<file path="src/inc/sgy_params.svh">
`ifndef SGY_PARAMS_SVH
`define SGY_PARAMS_SVH

// external control register addresses
`define SGY_EXT_SLEEP      3'h3
`define SGY_EXT_PIN_CTRL   3'h4
`define SGY_EXT_SOFT_SYNC  3'h5

// per-channel register addresses
`define SGY_CH_START_HO    8'h83
`define SGY_CH_HOP_HO      8'h84
`define SGY_CH_FREQ        8'h85
`define SGY_CH_PIN_SEL     8'h86

// field positions in external registers 4 and 5
`define SGY_BIT_START      4
`define SGY_BIT_HOP        5

// reset values
`define SGY_SLEEP_RESET    4'hF
`define SGY_HOLDOFF_RESET  16'h0000
`define SGY_FREQ_RESET     32'h0000_0000
`define SGY_PIN_SEL_RESET  2'h0
`define SGY_CTRL_RESET     8'h00

// latencies in master clock cycles beyond the hold-off value
`define SGY_LAT_SOFT_START 6
`define SGY_LAT_PIN_START  3
`define SGY_LAT_SOFT_HOP   7
`define SGY_LAT_PIN_HOP    5
`define SGY_SYNC_STAGES    2

// derived pipeline depths
`define SGY_START_FIRE_DLY (`SGY_LAT_PIN_START - `SGY_SYNC_STAGES - 1)
`define SGY_HOP_FIRE_DLY   (`SGY_LAT_PIN_HOP - `SGY_SYNC_STAGES - 1)
`define SGY_SOFT_START_DLY (`SGY_LAT_SOFT_START - 1 - `SGY_START_FIRE_DLY)
`define SGY_SOFT_HOP_DLY   (`SGY_LAT_SOFT_HOP - 1 - `SGY_HOP_FIRE_DLY)

`endif

</file>
<file path="src/inc/sgy_pkg.sv">
package sgy_pkg;

  typedef enum logic {
    cnt_idle,
    cnt_run
  } sgy_cnt_state_type;

endpackage

</file>
<file path="src/design/sgy_pin_sync.sv">
`timescale 1ns/100ps
module sgy_pin_sync #(
  parameter int W = 4
) (
  // clock and reset
  input  wire logic         clk_i,
  input  wire logic         rst_n_i,
  // raw pins
  input  wire logic [W-1:0] pin_i,
  // synchronised level and rising edge
  output logic      [W-1:0] level_o,
  output logic      [W-1:0] rise_o
);

  logic [W-1:0] meta;
  logic [W-1:0] sync;
  logic [W-1:0] last;

  // two-flop synchroniser, third flop for edge
  always_ff @(posedge clk_i or negedge rst_n_i) begin
    if (!rst_n_i) begin
      meta <= '0;
      sync <= '0;
      last <= '0;
    end else begin
      meta <= pin_i;
      sync <= meta;
      last <= sync;
    end
  end

  assign level_o = sync;
  assign rise_o  = sync & ~last;

endmodule

</file>
<file path="src/design/sgy_holdoff_counter.sv">
`timescale 1ns/100ps
module sgy_holdoff_counter #(
  parameter int CNT_W    = 16,
  parameter int FIRE_DLY = 0
) (
  // clock and reset
  input  wire logic             clk_i,
  input  wire logic             rst_n_i,
  // trigger and hold-off value
  input  wire logic             trig_i,
  input  wire logic [CNT_W-1:0] holdoff_i,
  // status and completion
  output logic                  busy_o,
  output logic                  fire_o
);

  sgy_pkg::sgy_cnt_state_type state;
  sgy_pkg::sgy_cnt_state_type next_state;
  logic [CNT_W-1:0]           cnt;
  logic [CNT_W-1:0]           next_cnt;
  logic                       fire_now;

  assign fire_now = (state == sgy_pkg::cnt_run) && (cnt <= CNT_W'(1));

  always_comb begin
    next_state = state;
    next_cnt   = cnt;
    case (state)
      sgy_pkg::cnt_idle: begin
        if (trig_i) begin
          next_state = sgy_pkg::cnt_run;
          next_cnt   = holdoff_i;
        end
      end
      sgy_pkg::cnt_run: begin
        if (trig_i) begin
          next_cnt = holdoff_i;
        end else if (fire_now) begin
          next_state = sgy_pkg::cnt_idle;
        end else begin
          next_cnt = cnt - CNT_W'(1);
        end
      end
      default: begin
        next_state = sgy_pkg::cnt_idle;
      end
    endcase
  end

  always_ff @(posedge clk_i or negedge rst_n_i) begin
    if (!rst_n_i) begin
      state <= sgy_pkg::cnt_idle;
      cnt   <= '0;
    end else begin
      state <= next_state;
      cnt   <= next_cnt;
    end
  end

  assign busy_o = (state == sgy_pkg::cnt_run);

  generate
    if (FIRE_DLY == 0) begin : g_direct
      assign fire_o = fire_now;
    end else begin : g_piped
      logic [FIRE_DLY-1:0] pipe;
      logic [FIRE_DLY-1:0] next_pipe;
      always_comb begin
        next_pipe = FIRE_DLY'({pipe, fire_now});
      end
      always_ff @(posedge clk_i or negedge rst_n_i) begin
        if (!rst_n_i) begin
          pipe <= '0;
        end else begin
          pipe <= next_pipe;
        end
      end
      assign fire_o = pipe[FIRE_DLY-1];
    end
  endgenerate

endmodule

</file>
<file path="src/design/sgy_chan_sync.sv">
`timescale 1ns/100ps
`include "sgy_params.svh"
// Notes on behaviour
// - hard reset puts all four channels to sleep
// - sleep bits in external register 3; high sleeps, low runs
// - start plus soft sync write starts start hold-off countdown each clock
// - start countdown at 1 clears sleep bits of the selected channels
// - soft start: acknowledge rise to running is hold-off plus 6 clocks
// - each channel watches any one of four sync pins
// - start-on-pin bit plus pin enable: pin rise starts countdown
// - pin start: pin rise to running is hold-off plus 3 clocks
// - zero hop hold-off: frequency write goes to oscillator at once
// - hop plus soft sync write starts frequency hold-off countdown
// - hop countdown at 1 moves pending frequency into oscillator
// - soft hop: acknowledge rise to new frequency is hold-off plus 7
// - hop-on-pin bit plus pin enable: pin rise starts hop countdown
// - pin hop: pin rise to new frequency is hold-off plus 5
// - new frequency is held pending and delayed by hop hold-off
// - shadow register plus hold-off counter enabled by soft or pin sync
module sgy_chan_sync #(
  parameter int CNT_W  = 16,
  parameter int FREQ_W = 32
) (
  // clock and reset
  input  wire logic                clk_i,
  input  wire logic                rst_n_i,
  // external control register access
  input  wire logic                ext_wr_i,
  input  wire logic                ext_rd_i,
  input  wire logic [2:0]          ext_addr_i,
  input  wire logic [7:0]          ext_wdata_i,
  output logic      [7:0]          ext_rdata_o,
  // per-channel register access
  input  wire logic                chan_wr_i,
  input  wire logic                chan_rd_i,
  input  wire logic [1:0]          chan_sel_i,
  input  wire logic [7:0]          chan_addr_i,
  input  wire logic [FREQ_W-1:0]   chan_wdata_i,
  output logic      [FREQ_W-1:0]   chan_rdata_o,
  output logic                     write_acknowledge_o,
  // external sync pins
  input  wire logic [3:0]          sync_pin_i,
  // channel state
  output logic      [3:0]          sleep_o,
  output logic      [3:0]          start_busy_o,
  output logic      [3:0]          hop_busy_o,
  output logic      [4*FREQ_W-1:0] tuning_oscillator_freq_o
);

  localparam int NCH = 4;
  localparam int SSD = `SGY_SOFT_START_DLY;
  localparam int SHD = `SGY_SOFT_HOP_DLY;

  // host-visible registers
  logic [3:0]        sleep;
  logic [3:0]        next_sleep;
  logic [7:0]        pin_ctrl;
  logic [7:0]        next_pin_ctrl;
  logic [7:0]        soft_ctrl;
  logic [7:0]        next_soft_ctrl;
  logic [CNT_W-1:0]  start_ho [NCH];
  logic [CNT_W-1:0]  next_start_ho [NCH];
  logic [CNT_W-1:0]  hop_ho [NCH];
  logic [CNT_W-1:0]  next_hop_ho [NCH];
  logic [FREQ_W-1:0] pend_freq [NCH];
  logic [FREQ_W-1:0] next_pend_freq [NCH];
  logic [FREQ_W-1:0] act_freq [NCH];
  logic [FREQ_W-1:0] next_act_freq [NCH];
  logic [1:0]        pin_sel [NCH];
  logic [1:0]        next_pin_sel [NCH];

  // soft sync delay lines, one channel mask per stage
  logic [3:0]        ss_pipe [SSD+1];
  logic [3:0]        next_ss_pipe [SSD+1];
  logic [3:0]        sh_pipe [SHD+1];
  logic [3:0]        next_sh_pipe [SHD+1];

  // host answer
  logic              ack;
  logic              next_ack;
  logic [7:0]        ext_rdata;
  logic [7:0]        next_ext_rdata;
  logic [FREQ_W-1:0] chan_rdata;
  logic [FREQ_W-1:0] next_chan_rdata;

  // sync and countdown wiring
  logic [3:0]        pin_rise;
  logic [3:0]        pin_hit;
  logic [3:0]        start_trig;
  logic [3:0]        hop_trig;
  logic [3:0]        start_fire;
  logic [3:0]        hop_fire;
  logic              soft_wr;
  logic              ch_wr_freq;

  sgy_pin_sync #(
    .W (4)
  ) u_pin_sync (
    .clk_i   (clk_i),
    .rst_n_i (rst_n_i),
    .pin_i   (sync_pin_i),
    .level_o (),
    .rise_o  (pin_rise)
  );

  assign soft_wr    = ext_wr_i && (ext_addr_i == `SGY_EXT_SOFT_SYNC);
  assign ch_wr_freq = chan_wr_i && (chan_addr_i == `SGY_CH_FREQ);

  genvar c;
  generate
    for (c = 0; c < NCH; c++) begin : g_ch
      // channel picks one pin; enable gates it
      assign pin_hit[c] = pin_rise[pin_sel[c]] & pin_ctrl[pin_sel[c]];

      assign start_trig[c] = ss_pipe[SSD][c] |
                             (pin_ctrl[`SGY_BIT_START] & pin_hit[c]);
      assign hop_trig[c]   = sh_pipe[SHD][c] |
                             (pin_ctrl[`SGY_BIT_HOP] & pin_hit[c]);

      sgy_holdoff_counter #(
        .CNT_W    (CNT_W),
        .FIRE_DLY (`SGY_START_FIRE_DLY)
      ) u_start_cnt (
        .clk_i     (clk_i),
        .rst_n_i   (rst_n_i),
        .trig_i    (start_trig[c]),
        .holdoff_i (start_ho[c]),
        .busy_o    (start_busy_o[c]),
        .fire_o    (start_fire[c])
      );

      sgy_holdoff_counter #(
        .CNT_W    (CNT_W),
        .FIRE_DLY (`SGY_HOP_FIRE_DLY)
      ) u_hop_cnt (
        .clk_i     (clk_i),
        .rst_n_i   (rst_n_i),
        .trig_i    (hop_trig[c]),
        .holdoff_i (hop_ho[c]),
        .busy_o    (hop_busy_o[c]),
        .fire_o    (hop_fire[c])
      );

      assign tuning_oscillator_freq_o[c*FREQ_W +: FREQ_W] = act_freq[c];
    end
  endgenerate

  // register file next values
  always_comb begin
    next_sleep     = sleep;
    next_pin_ctrl  = pin_ctrl;
    next_soft_ctrl = soft_ctrl;
    for (int i = 0; i < NCH; i++) begin
      next_start_ho[i]  = start_ho[i];
      next_hop_ho[i]    = hop_ho[i];
      next_pend_freq[i] = pend_freq[i];
      next_act_freq[i]  = act_freq[i];
      next_pin_sel[i]   = pin_sel[i];
    end
    if (ext_wr_i) begin
      case (ext_addr_i)
        `SGY_EXT_SLEEP: begin
          next_sleep = ext_wdata_i[3:0];
        end
        `SGY_EXT_PIN_CTRL: begin
          next_pin_ctrl = ext_wdata_i;
        end
        `SGY_EXT_SOFT_SYNC: begin
          next_soft_ctrl = ext_wdata_i;
        end
        default: begin
        end
      endcase
    end
    if (chan_wr_i) begin
      case (chan_addr_i)
        `SGY_CH_START_HO: begin
          next_start_ho[chan_sel_i] = chan_wdata_i[CNT_W-1:0];
        end
        `SGY_CH_HOP_HO: begin
          next_hop_ho[chan_sel_i] = chan_wdata_i[CNT_W-1:0];
        end
        `SGY_CH_FREQ: begin
          next_pend_freq[chan_sel_i] = chan_wdata_i;
        end
        `SGY_CH_PIN_SEL: begin
          next_pin_sel[chan_sel_i] = chan_wdata_i[1:0];
        end
        default: begin
        end
      endcase
    end
    for (int i = 0; i < NCH; i++) begin
      // countdown done wakes channel, over a same-cycle host write
      if (start_fire[i]) begin
        next_sleep[i] = 1'b0;
      end
      if (hop_fire[i]) begin
        next_act_freq[i] = pend_freq[i];
      end else if (ch_wr_freq && (chan_sel_i == 2'(i)) &&
                   (hop_ho[i] == CNT_W'(0))) begin
        next_act_freq[i] = chan_wdata_i;
      end
    end
  end

  always_ff @(posedge clk_i or negedge rst_n_i) begin
    if (!rst_n_i) begin
      sleep     <= `SGY_SLEEP_RESET;
      pin_ctrl  <= `SGY_CTRL_RESET;
      soft_ctrl <= `SGY_CTRL_RESET;
      for (int i = 0; i < NCH; i++) begin
        start_ho[i]  <= `SGY_HOLDOFF_RESET;
        hop_ho[i]    <= `SGY_HOLDOFF_RESET;
        pend_freq[i] <= `SGY_FREQ_RESET;
        act_freq[i]  <= `SGY_FREQ_RESET;
        pin_sel[i]   <= `SGY_PIN_SEL_RESET;
      end
    end else begin
      sleep     <= next_sleep;
      pin_ctrl  <= next_pin_ctrl;
      soft_ctrl <= next_soft_ctrl;
      for (int i = 0; i < NCH; i++) begin
        start_ho[i]  <= next_start_ho[i];
        hop_ho[i]    <= next_hop_ho[i];
        pend_freq[i] <= next_pend_freq[i];
        act_freq[i]  <= next_act_freq[i];
        pin_sel[i]   <= next_pin_sel[i];
      end
    end
  end

  // soft sync delay lines align countdown to the acknowledge
  always_comb begin
    next_ss_pipe[0] = 4'h0;
    next_sh_pipe[0] = 4'h0;
    if (soft_wr && ext_wdata_i[`SGY_BIT_START]) begin
      next_ss_pipe[0] = ext_wdata_i[3:0];
    end
    if (soft_wr && ext_wdata_i[`SGY_BIT_HOP]) begin
      next_sh_pipe[0] = ext_wdata_i[3:0];
    end
    for (int i = 1; i <= SSD; i++) begin
      next_ss_pipe[i] = ss_pipe[i-1];
    end
    for (int i = 1; i <= SHD; i++) begin
      next_sh_pipe[i] = sh_pipe[i-1];
    end
  end

  always_ff @(posedge clk_i or negedge rst_n_i) begin
    if (!rst_n_i) begin
      for (int i = 0; i <= SSD; i++) begin
        ss_pipe[i] <= 4'h0;
      end
      for (int i = 0; i <= SHD; i++) begin
        sh_pipe[i] <= 4'h0;
      end
    end else begin
      for (int i = 0; i <= SSD; i++) begin
        ss_pipe[i] <= next_ss_pipe[i];
      end
      for (int i = 0; i <= SHD; i++) begin
        sh_pipe[i] <= next_sh_pipe[i];
      end
    end
  end

  // acknowledge and read data
  always_comb begin
    next_ack        = ext_wr_i | ext_rd_i | chan_wr_i | chan_rd_i;
    next_ext_rdata  = ext_rdata;
    next_chan_rdata = chan_rdata;
    if (ext_rd_i) begin
      case (ext_addr_i)
        `SGY_EXT_SLEEP:     next_ext_rdata = {4'h0, sleep};
        `SGY_EXT_PIN_CTRL:  next_ext_rdata = pin_ctrl;
        `SGY_EXT_SOFT_SYNC: next_ext_rdata = soft_ctrl;
        default:            next_ext_rdata = 8'h00;
      endcase
    end
    if (chan_rd_i) begin
      case (chan_addr_i)
        `SGY_CH_START_HO: next_chan_rdata = FREQ_W'(start_ho[chan_sel_i]);
        `SGY_CH_HOP_HO:   next_chan_rdata = FREQ_W'(hop_ho[chan_sel_i]);
        `SGY_CH_FREQ:     next_chan_rdata = pend_freq[chan_sel_i];
        `SGY_CH_PIN_SEL:  next_chan_rdata = FREQ_W'(pin_sel[chan_sel_i]);
        default:          next_chan_rdata = '0;
      endcase
    end
  end

  always_ff @(posedge clk_i or negedge rst_n_i) begin
    if (!rst_n_i) begin
      ack        <= 1'b0;
      ext_rdata  <= 8'h00;
      chan_rdata <= '0;
    end else begin
      ack        <= next_ack;
      ext_rdata  <= next_ext_rdata;
      chan_rdata <= next_chan_rdata;
    end
  end

  assign write_acknowledge_o = ack;
  assign ext_rdata_o         = ext_rdata;
  assign chan_rdata_o        = chan_rdata;
  assign sleep_o             = sleep;

endmodule

</file>
<file path="config.mk">
export PLATFORM = sky130hd
export DESIGN_NAME = sgy_chan_sync
export DESIGN_NICKNAME = d
export VERILOG_FILES = /design/src/inc/sgy_pkg.sv /design/src/design/sgy_pin_sync.sv /design/src/design/sgy_holdoff_counter.sv /design/src/design/sgy_chan_sync.sv
export VERILOG_INCLUDE_DIRS = /design/src /design/src/inc
export SDC_FILE = /design/constraint.sdc
export NUM_CORES = 1
export LEC_CHECK = 0
export ABC_AREA = 1
export BUFFER_PORTS_ARGS = -buffer_cell sky130_fd_sc_hd__buf_2
export CAP_MARGIN = 20
export CORE_MARGIN = 3
export CORE_UTILIZATION = 35
export CTS_BUF_LIST = sky130_fd_sc_hd__clkbuf_16
export CTS_CLUSTER_DIAMETER = 30
export CTS_CLUSTER_SIZE = 24
export DETAILED_ROUTE_END_ITERATION = 16
export GPL_ROUTABILITY_DRIVEN = 0
export SKIP_CTS_REPAIR_TIMING = 1
export SYNTH_ARGS = -nofsm -noshare
export SYNTH_HDL_FRONTEND = slang
export SYNTH_SLANG_ARGS = --single-unit
</file>
<file path="constraint.sdc">
create_clock -name clk_i -period 2.4 [get_ports clk_i]
set_input_delay 0.48 -clock clk_i [delete_from_list [all_inputs] [get_ports clk_i]]
set_output_delay 0.48 -clock clk_i [all_outputs]
set_load 0.01 [all_outputs]
</file>
Word level (Yosys, flattened, before mapping)

Index checks and enable logic that the tools add are counted.

Register bits: 653
Bits of input ports: 63
Output and inout bits: 181
Logic and storage cells: 325

Add/sub/neg operators: 8
Magnitude comparators: 18
Equal/unequal tests: 26
Muxes and demuxes: 120
Bitwise operators: 34
Reductions and logical operators: 56

Operators with widths:

| kind                                                            | number |
|---|---|
| two-way mux 16 bit                                              | 29 |
| two-way mux 32 bit                                              | 11 |
| case mux 16 bit (2 select lines)                                | 8 |
| bitwise mux 128 bit                                             | 1 |
| bitwise mux 64 bit                                              | 2 |
| less-or-equal comparator 16 x 1 -> 1 bit, second input constant | 8 |
| case mux 32 bit (4 select lines)                                | 1 |
| subtractor 16 x 1 -> 16 bit, second input constant              | 8 |
| binary-select mux 16 bit (select 2 bit)                         | 2 |
| binary-select mux 32 bit (select 2 bit)                         | 1 |
| demux 32 bit (select 2 bit)                                     | 1 |
| logical NOT 16 bit                                              | 4 |
| two-way mux 1 bit                                               | 36 |
| AND reduction 2 bit                                             | 18 |
| demux 16 bit (select 2 bit)                                     | 1 |
| == test 8 bit, second input constant                            | 4 |
| != test 3 x 2 -> 1 bit, second input constant                   | 8 |
| case mux 8 bit (3 select lines)                                 | 1 |
| nonzero test 2 bit                                              | 12 |
| logical AND 1 bit                                               | 21 |
| binary-select mux 1 bit (select 2 bit)                          | 8 |
| < comparator 2 x 4 -> 1 bit, second input constant              | 4 |
| two-way mux 4 bit                                               | 4 |
| != test 2 x 1 -> 1 bit, second input constant                   | 8 |
| other kinds (19)                                                | 61 |

Logic depth before layout (Yosys ltp)

Depth after elaboration: 9
Mapped depth: 13
Gate-level depth less buffers: 12

Hierarchy

Synthesis repeated with hierarchy kept, for this count alone.

Cells, all modules: 4,419
Area total of the unflattened synthesis: 33,465.8 µm²

Modules (own cells, without submodules):

| module                                        | instances | cells an instance | area an instance (µm²) | sequential area each (µm²) |
|---|---|---|---|---|
| sgy_chan_sync                                 | 1         | 2,803             | 22,490.3               | 12,441.9 |
| sgy_holdoff_counter (g_ch[0].u_hop_cnt ...)   | 4         | 199               | 1,371.3                | 475.5 |
| sgy_holdoff_counter (g_ch[0].u_start_cnt ...) | 4         | 200               | 1,287.5                | 425.4 |
| sgy_pin_sync                                  | 1         | 20                | 340.3                  | 300.3 |

Worst setup path after synthesis

No wires, ideal clock.

Path type: flip-flop to flip-flop
From: register g_ch[3].u_start_cnt.cnt[0]
To: register g_ch[3].u_start_cnt.cnt[13]
Library setup time: 0.083 ns
Arrival: 1.605 ns
Data required time: 2.317 ns
Path slack: 0.712 ns
Stages on the path, launching flop included: 14
Period minus slack after synthesis: 1.688 ns
Cell sequence: dfrtp_1 -> inv_1 -> ha_1 -> inv_1 -> nand2_1 -> nand3_1 -> nor2_1 -> nand2_1 -> nand2_1 -> nand3_2 -> inv_1 -> buf_6 -> nand2_1 -> o21ai_0

Longest elaborated chain between the ends: 4
Elaborated cells between the ends (all ways): 8
Classes of those cells: add/sub: 1; order compare: 1; eq/ne: 1; mux: 3; reduce/logical: 2

RTL lines:

| element                                                                                 | RTL line                                             | source |
|---|---|---|
| start: declaration                                                                      | sgy_holdoff_counter.sv:19                            | `logic [CNT_W-1:0] cnt;` |
| start signal: assignment                                                                | sgy_holdoff_counter.sv:56                            | `cnt <= next_cnt;` |
| subtractor 16 x 1 -> 16 bit or less-or-equal comparator 16 x 1 -> 1 bit (tied branches) | sgy_holdoff_counter.sv:41, sgy_holdoff_counter.sv:23 |  |
| two-way mux 16 bit or logical AND 1 bit (tied branches)                                 | sgy_holdoff_counter.sv:38, sgy_holdoff_counter.sv:23 |  |
| two-way mux 16 bit or != test 3 x 2 -> 1 bit (tied branches)                            | n/a                                                  |  |
| case mux 16 bit (2 select lines) or AND reduction 2 bit (tied branches)                 | n/a                                                  |  |

Parallel ways exist; a longest one is shown, timed or not. The select of a mux whose other input is x is not followed.
A chain may end at the register's enable or synchronous reset.

Worst setup path after layout

From: register pin_ctrl[0]
To: register g_ch[2].u_hop_cnt.cnt[0]

Longest elaborated chain between the ends: 7
Elaborated cells between the ends (all ways): 10
Classes of those cells: eq/ne: 2; mux: 4; bitwise: 3; reduce/logical: 1

RTL lines:

| element                                                                 | RTL line                  | source |
|---|---|---|
| start: declaration                                                      | sgy_chan_sync.sv:57       | `logic [7:0] pin_ctrl;` |
| start signal: assignment                                                | sgy_chan_sync.sv:210      | `` pin_ctrl <= `SGY_CTRL_RESET; `` |
| start signal: assignment                                                | sgy_chan_sync.sv:221      | `pin_ctrl <= next_pin_ctrl;` |
| binary-select mux 1 bit (select 2 bit) *                                | sgy_chan_sync.sv:113      | `assign pin_hit[c] = pin_rise[pin_sel[c]] & pin_ctrl[pin_sel[c]];` |
| two-way mux 1 bit (implied by the code) *                               | sgy_chan_sync.sv:113      |  |
| AND 1 bit *                                                             | sgy_chan_sync.sv:113      |  |
| AND 1 bit *                                                             | sgy_chan_sync.sv:118      | `` (pin_ctrl[`SGY_BIT_HOP] & pin_hit[c]); `` |
| bitwise OR 1 bit *                                                      | sgy_chan_sync.sv:117      | `assign hop_trig[c] = sh_pipe[SHD][c] \|` |
| two-way mux 16 bit, or another cell as far along                        | sgy_holdoff_counter.sv:36 | `if (trig_i) begin` |
| case mux 16 bit (2 select lines) or AND reduction 2 bit (tied branches) | n/a                       |  |
| end signal: assignment                                                  | sgy_holdoff_counter.sv:56 |  |
| end: declaration                                                        | sgy_holdoff_counter.sv:19 |  |

Mark *: on every way between the ends. The rest lies on a longest branch, timed or not. The select of a mux whose other input is x is not followed.

==> qor.txt <==
worst path required time = 3.07 ns
final instance area = 40300 µm²
syn_nets = 4204
first-pass GRT wire length = 174000 µm
Die H = 309 µm
layout cell share with drive strength beyond 1 = 14.8%
Relative slew margins = 51.6%
Clock Root Buffer = clkbuf_16
Hold WS = -0.0234 ns
number of cell rows = 110
largest family of logic cells by synthesized area = simple AND/OR/NAND/NOR gates
largest net degree at the start of global routing = 79
Via density = 5.20
Max Cap Viol = 0
clk buf depth = 3
die area = 95600 µm²
PwrDens = 1080 nW/µm²
register area share after synthesis = 50.8%
library cells used by synthesis = 44
min Tclk post-route = 2.16 ns
Mapped Cells = 4125
CP Capture Type = flip-flop
die width = 309 µm
Synth warnings = 0
compound-gate portion of the synthesized area = 11.6%
Post-Synth XOR/XNOR Area = 1.77%
Post-synth EDFFs = 0
worst setup path class = flip-flop to flip-flop
peak supply drop = 0.578 mV
gr usage total = 23.6%
Worst EP arrival = 2.83 ns
H-tree lvl count = 4
final WL = 114000 µm
vias in the first global route = 28885
initial antenna violation count = 5
top_reg_cell synth = dfrtp_1
Routed Antenna Nets = 0
Top Ports = 244
CTS buffer count = 149
DR vias = 29927
Leakage = 0.0187 µW
worst hold path type = input port to flip-flop
register bit total from synthesis = 653
Cell Area, Synth = 32200 µm²
Net count, final = 4533
# setup viols final = 0
placed cell areas = 35200 µm²
Detail Placement HPWL = 81900 µm
Mapped Avg Cell Area = 7.80 µm²
worst-margin pin slew = 0.725 ns
max-slew violations = 0
Post-Synth Adder-Cell Area = 0.622%
skew final = 0.0288 ns
Sum Neg Setup Slack = 0 ns
period utilisation layout = 90.1%
Max Fclk = 462 MHz
Final Hold Vio Count = 2
run status = finished, violations left
Iteration-0 DRC Markers = 3149
multiplexer share of the synthesized area = 0.350%
layout overhead on the synthesized area = 25.4%
asr flop ratio synth = 100%
Worst-Skew Late Latency = 0.74 ns
drt wl/cell = 19.8 µm
Port Buffers = 243
unrepaired setup endpoints after global routing = no
residual DRC count = 0
initial core utilization = 35.5%
GRT Residual Overflow = 0
failing checks = hold timing
core area = 90600 µm²
Simple-Gate Fraction of Synth Area = 27.2%
CP startpoint kind = flip-flop
clock slew at reported path FFs = 0.05 ns
CP max FO = 14
Num Clock Sinks = 653
first drt pass iteration count = 6
TritonCTS clock tree = built
[per-stage QoR]
| step | setup WS (ns) | utilization [%] | power (µW) | hold slack, ns | cells |
|---|---|---|---|---|---|
| after floorplan | 0.712 | - | 20600 | 0.184 | 4125 |
| after global placement | 0.266 | 38.9 | 23400 | 0.332 | 5465 |
| after detailed placement | 0.212 | 38.9 | 23600 | 0.335 | 5465 |
| after CTS | 0.252 | 44.4 | 43700 | -0.324 | 5734 |
| after global routing | 0.00677 | 44.5 | 46000 | 0.00620 | 5748 |
| final | 0.237 | 44.5 | 43600 | -0.0234 | 5751 |
[flip-flops by register name (all words and copies together), names as in the netlist, 16 cells and up]
| name | cells |
|---|---|
| start_ho | 64 |
| next_sh_pipe | 16 |
| next_ss_pipe | 20 |
| g_ch.u_hop_cnt.cnt | 64 |
| tuning_oscillator_freq_o | 128 |
| hop_ho | 64 |
| chan_rdata_o | 32 |
| pend_freq | 128 |
| g_ch.u_start_cnt.cnt | 64 |
[metal layers]
metal / track usage, % / wire, µm / vias to the layer above
met3: 5.57 / 8850 / 229
met5: 0 / 43 / -
met1: 31.7 / 48800 / 14434
met4: 8.76 / 3910 / 6
met2: 37.3 / 52000 / 1185
li1: - / - / 14073
[layout make-up]
type,count,area (µm²)
fill,8904,50200
sequential,653,16400
multi-input combinational,2881,13400
clock buffer,150,3750
timing repair buffer,398,2760
tap,1176,1470
inverter,371,1390
clock inverter,119,1220
antenna,3,7.51
[report_power, final]
| part | switching [µW] | internal, µW |
|---|---|---|
| clock | 6720 | 13300 |
| combinational | 5460 | 3370 |
| sequential | 1810 | 12900 |
[path summary, 6_finish.rpt]
path                                                     end                from  cells past startpoint  slack (ns)
worst max-delay path                g_ch[2].u_hop_cnt.cnt[0]         pin_ctrl[0]                     10        0.24
worst min-delay path                          pend_freq[123]    chan_wdata_i[27]                      3       -0.02
worst max register to register      g_ch[2].u_hop_cnt.cnt[0]         pin_ctrl[0]                     10        0.24
worst min register to register         u_pin_sync.level_o[3]  u_pin_sync.meta[3]                      0        0.33
max in group asynchronous                         sleep_o[0]             rst_n_i                      4        1.22
min in group asynchronous       tuning_oscillator_freq_o[41]             rst_n_i                      2        0.34
[cell families after synthesis]
| kind of cell | after synthesis |
|---|---|
| AND/OR/NAND/NOR | 2095 |
| AO/OA/AOI/OAI | 695 |
| flip-flops | 653 |
| multiplexers | 10 |
| XOR/XNOR | 65 |
| buffers and inverters | 591 |
| adder cells (fa/ha/maj) | 16 |
[cell usage in the layout (no fill, tap or decap), types with 5 or more instances in the layout]
master | netlist | routed
xor2_1 | 38 | 38
o21ai_1 | 30 | 30
dfrtp_1 | 649 | 645
inv_2 | 12 | 12
inv_6 | 0 | 7
nor2_1 | 265 | 265
nor3_1 | 9 | 9
nor2_2 | 6 | 5
clkinv_4 | 0 | 6
a21oi_1 | 18 | 18
nand3_1 | 293 | 293
mux2_2 | 10 | 10
clkinv_2 | 1 | 21
o21ai_0 | 534 | 534
o22ai_1 | 57 | 57
buf_2 | 43 | 242
o2111a_1 | 15 | 15
ha_1 | 16 | 16
clkinvlp_4 | 0 | 6
nand3_2 | 18 | 18
inv_1 | 351 | 375
nand4_1 | 98 | 98
buf_4 | 35 | 114
nand2_2 | 8 | 8
nand2_1 | 1382 | 1382
clkinv_8 | 0 | 6
a31oi_1 | 14 | 14
buf_12 | 0 | 27
nor4_1 | 6 | 6
xnor2_1 | 27 | 27
dlygate4sd3_1 | 0 | 14
clkinv_1 | 7 | 31
clkbuf_16 | 0 | 150
a22oi_1 | 10 | 10
bufinv_16 | 0 | 18
o211ai_1 | 9 | 9
[Yosys cell counts, types with 14 or more instances]
cell type  number  area [µm²]
o21ai_1        30         150
buf_4          35         263
nand2_1      1382        5190
dfrtp_1       649       16200
xnor2_1        27         236
inv_1         351        1320
o21ai_0       534        2670
nand3_1       293        1470
a21oi_1        18        90.1
nand4_1        98         613
buf_2          43         215
clkbuf_1      116         435
a31oi_1        14        87.6
o2111a_1       15         169
nand3_2        18         180
buf_1          18        67.6
xor2_1         38         333
nor2_1        265         995
ha_1           16         200
o22ai_1        57         357
[worst max-delay path: stages, from the launching register on]
cell     delay [ns]
dfrtp_1        0.37
nand2_1        0.07
nor2_2         0.26
nand2_1        0.09
nand3_1        0.16
nand3_2        0.31
nand2_1        0.43
inv_1          0.14
o21ai_0        0.10
o21ai_0        0.11
nand2_1        0.07
No activity file was read; power rests on OpenSTA's default activity.
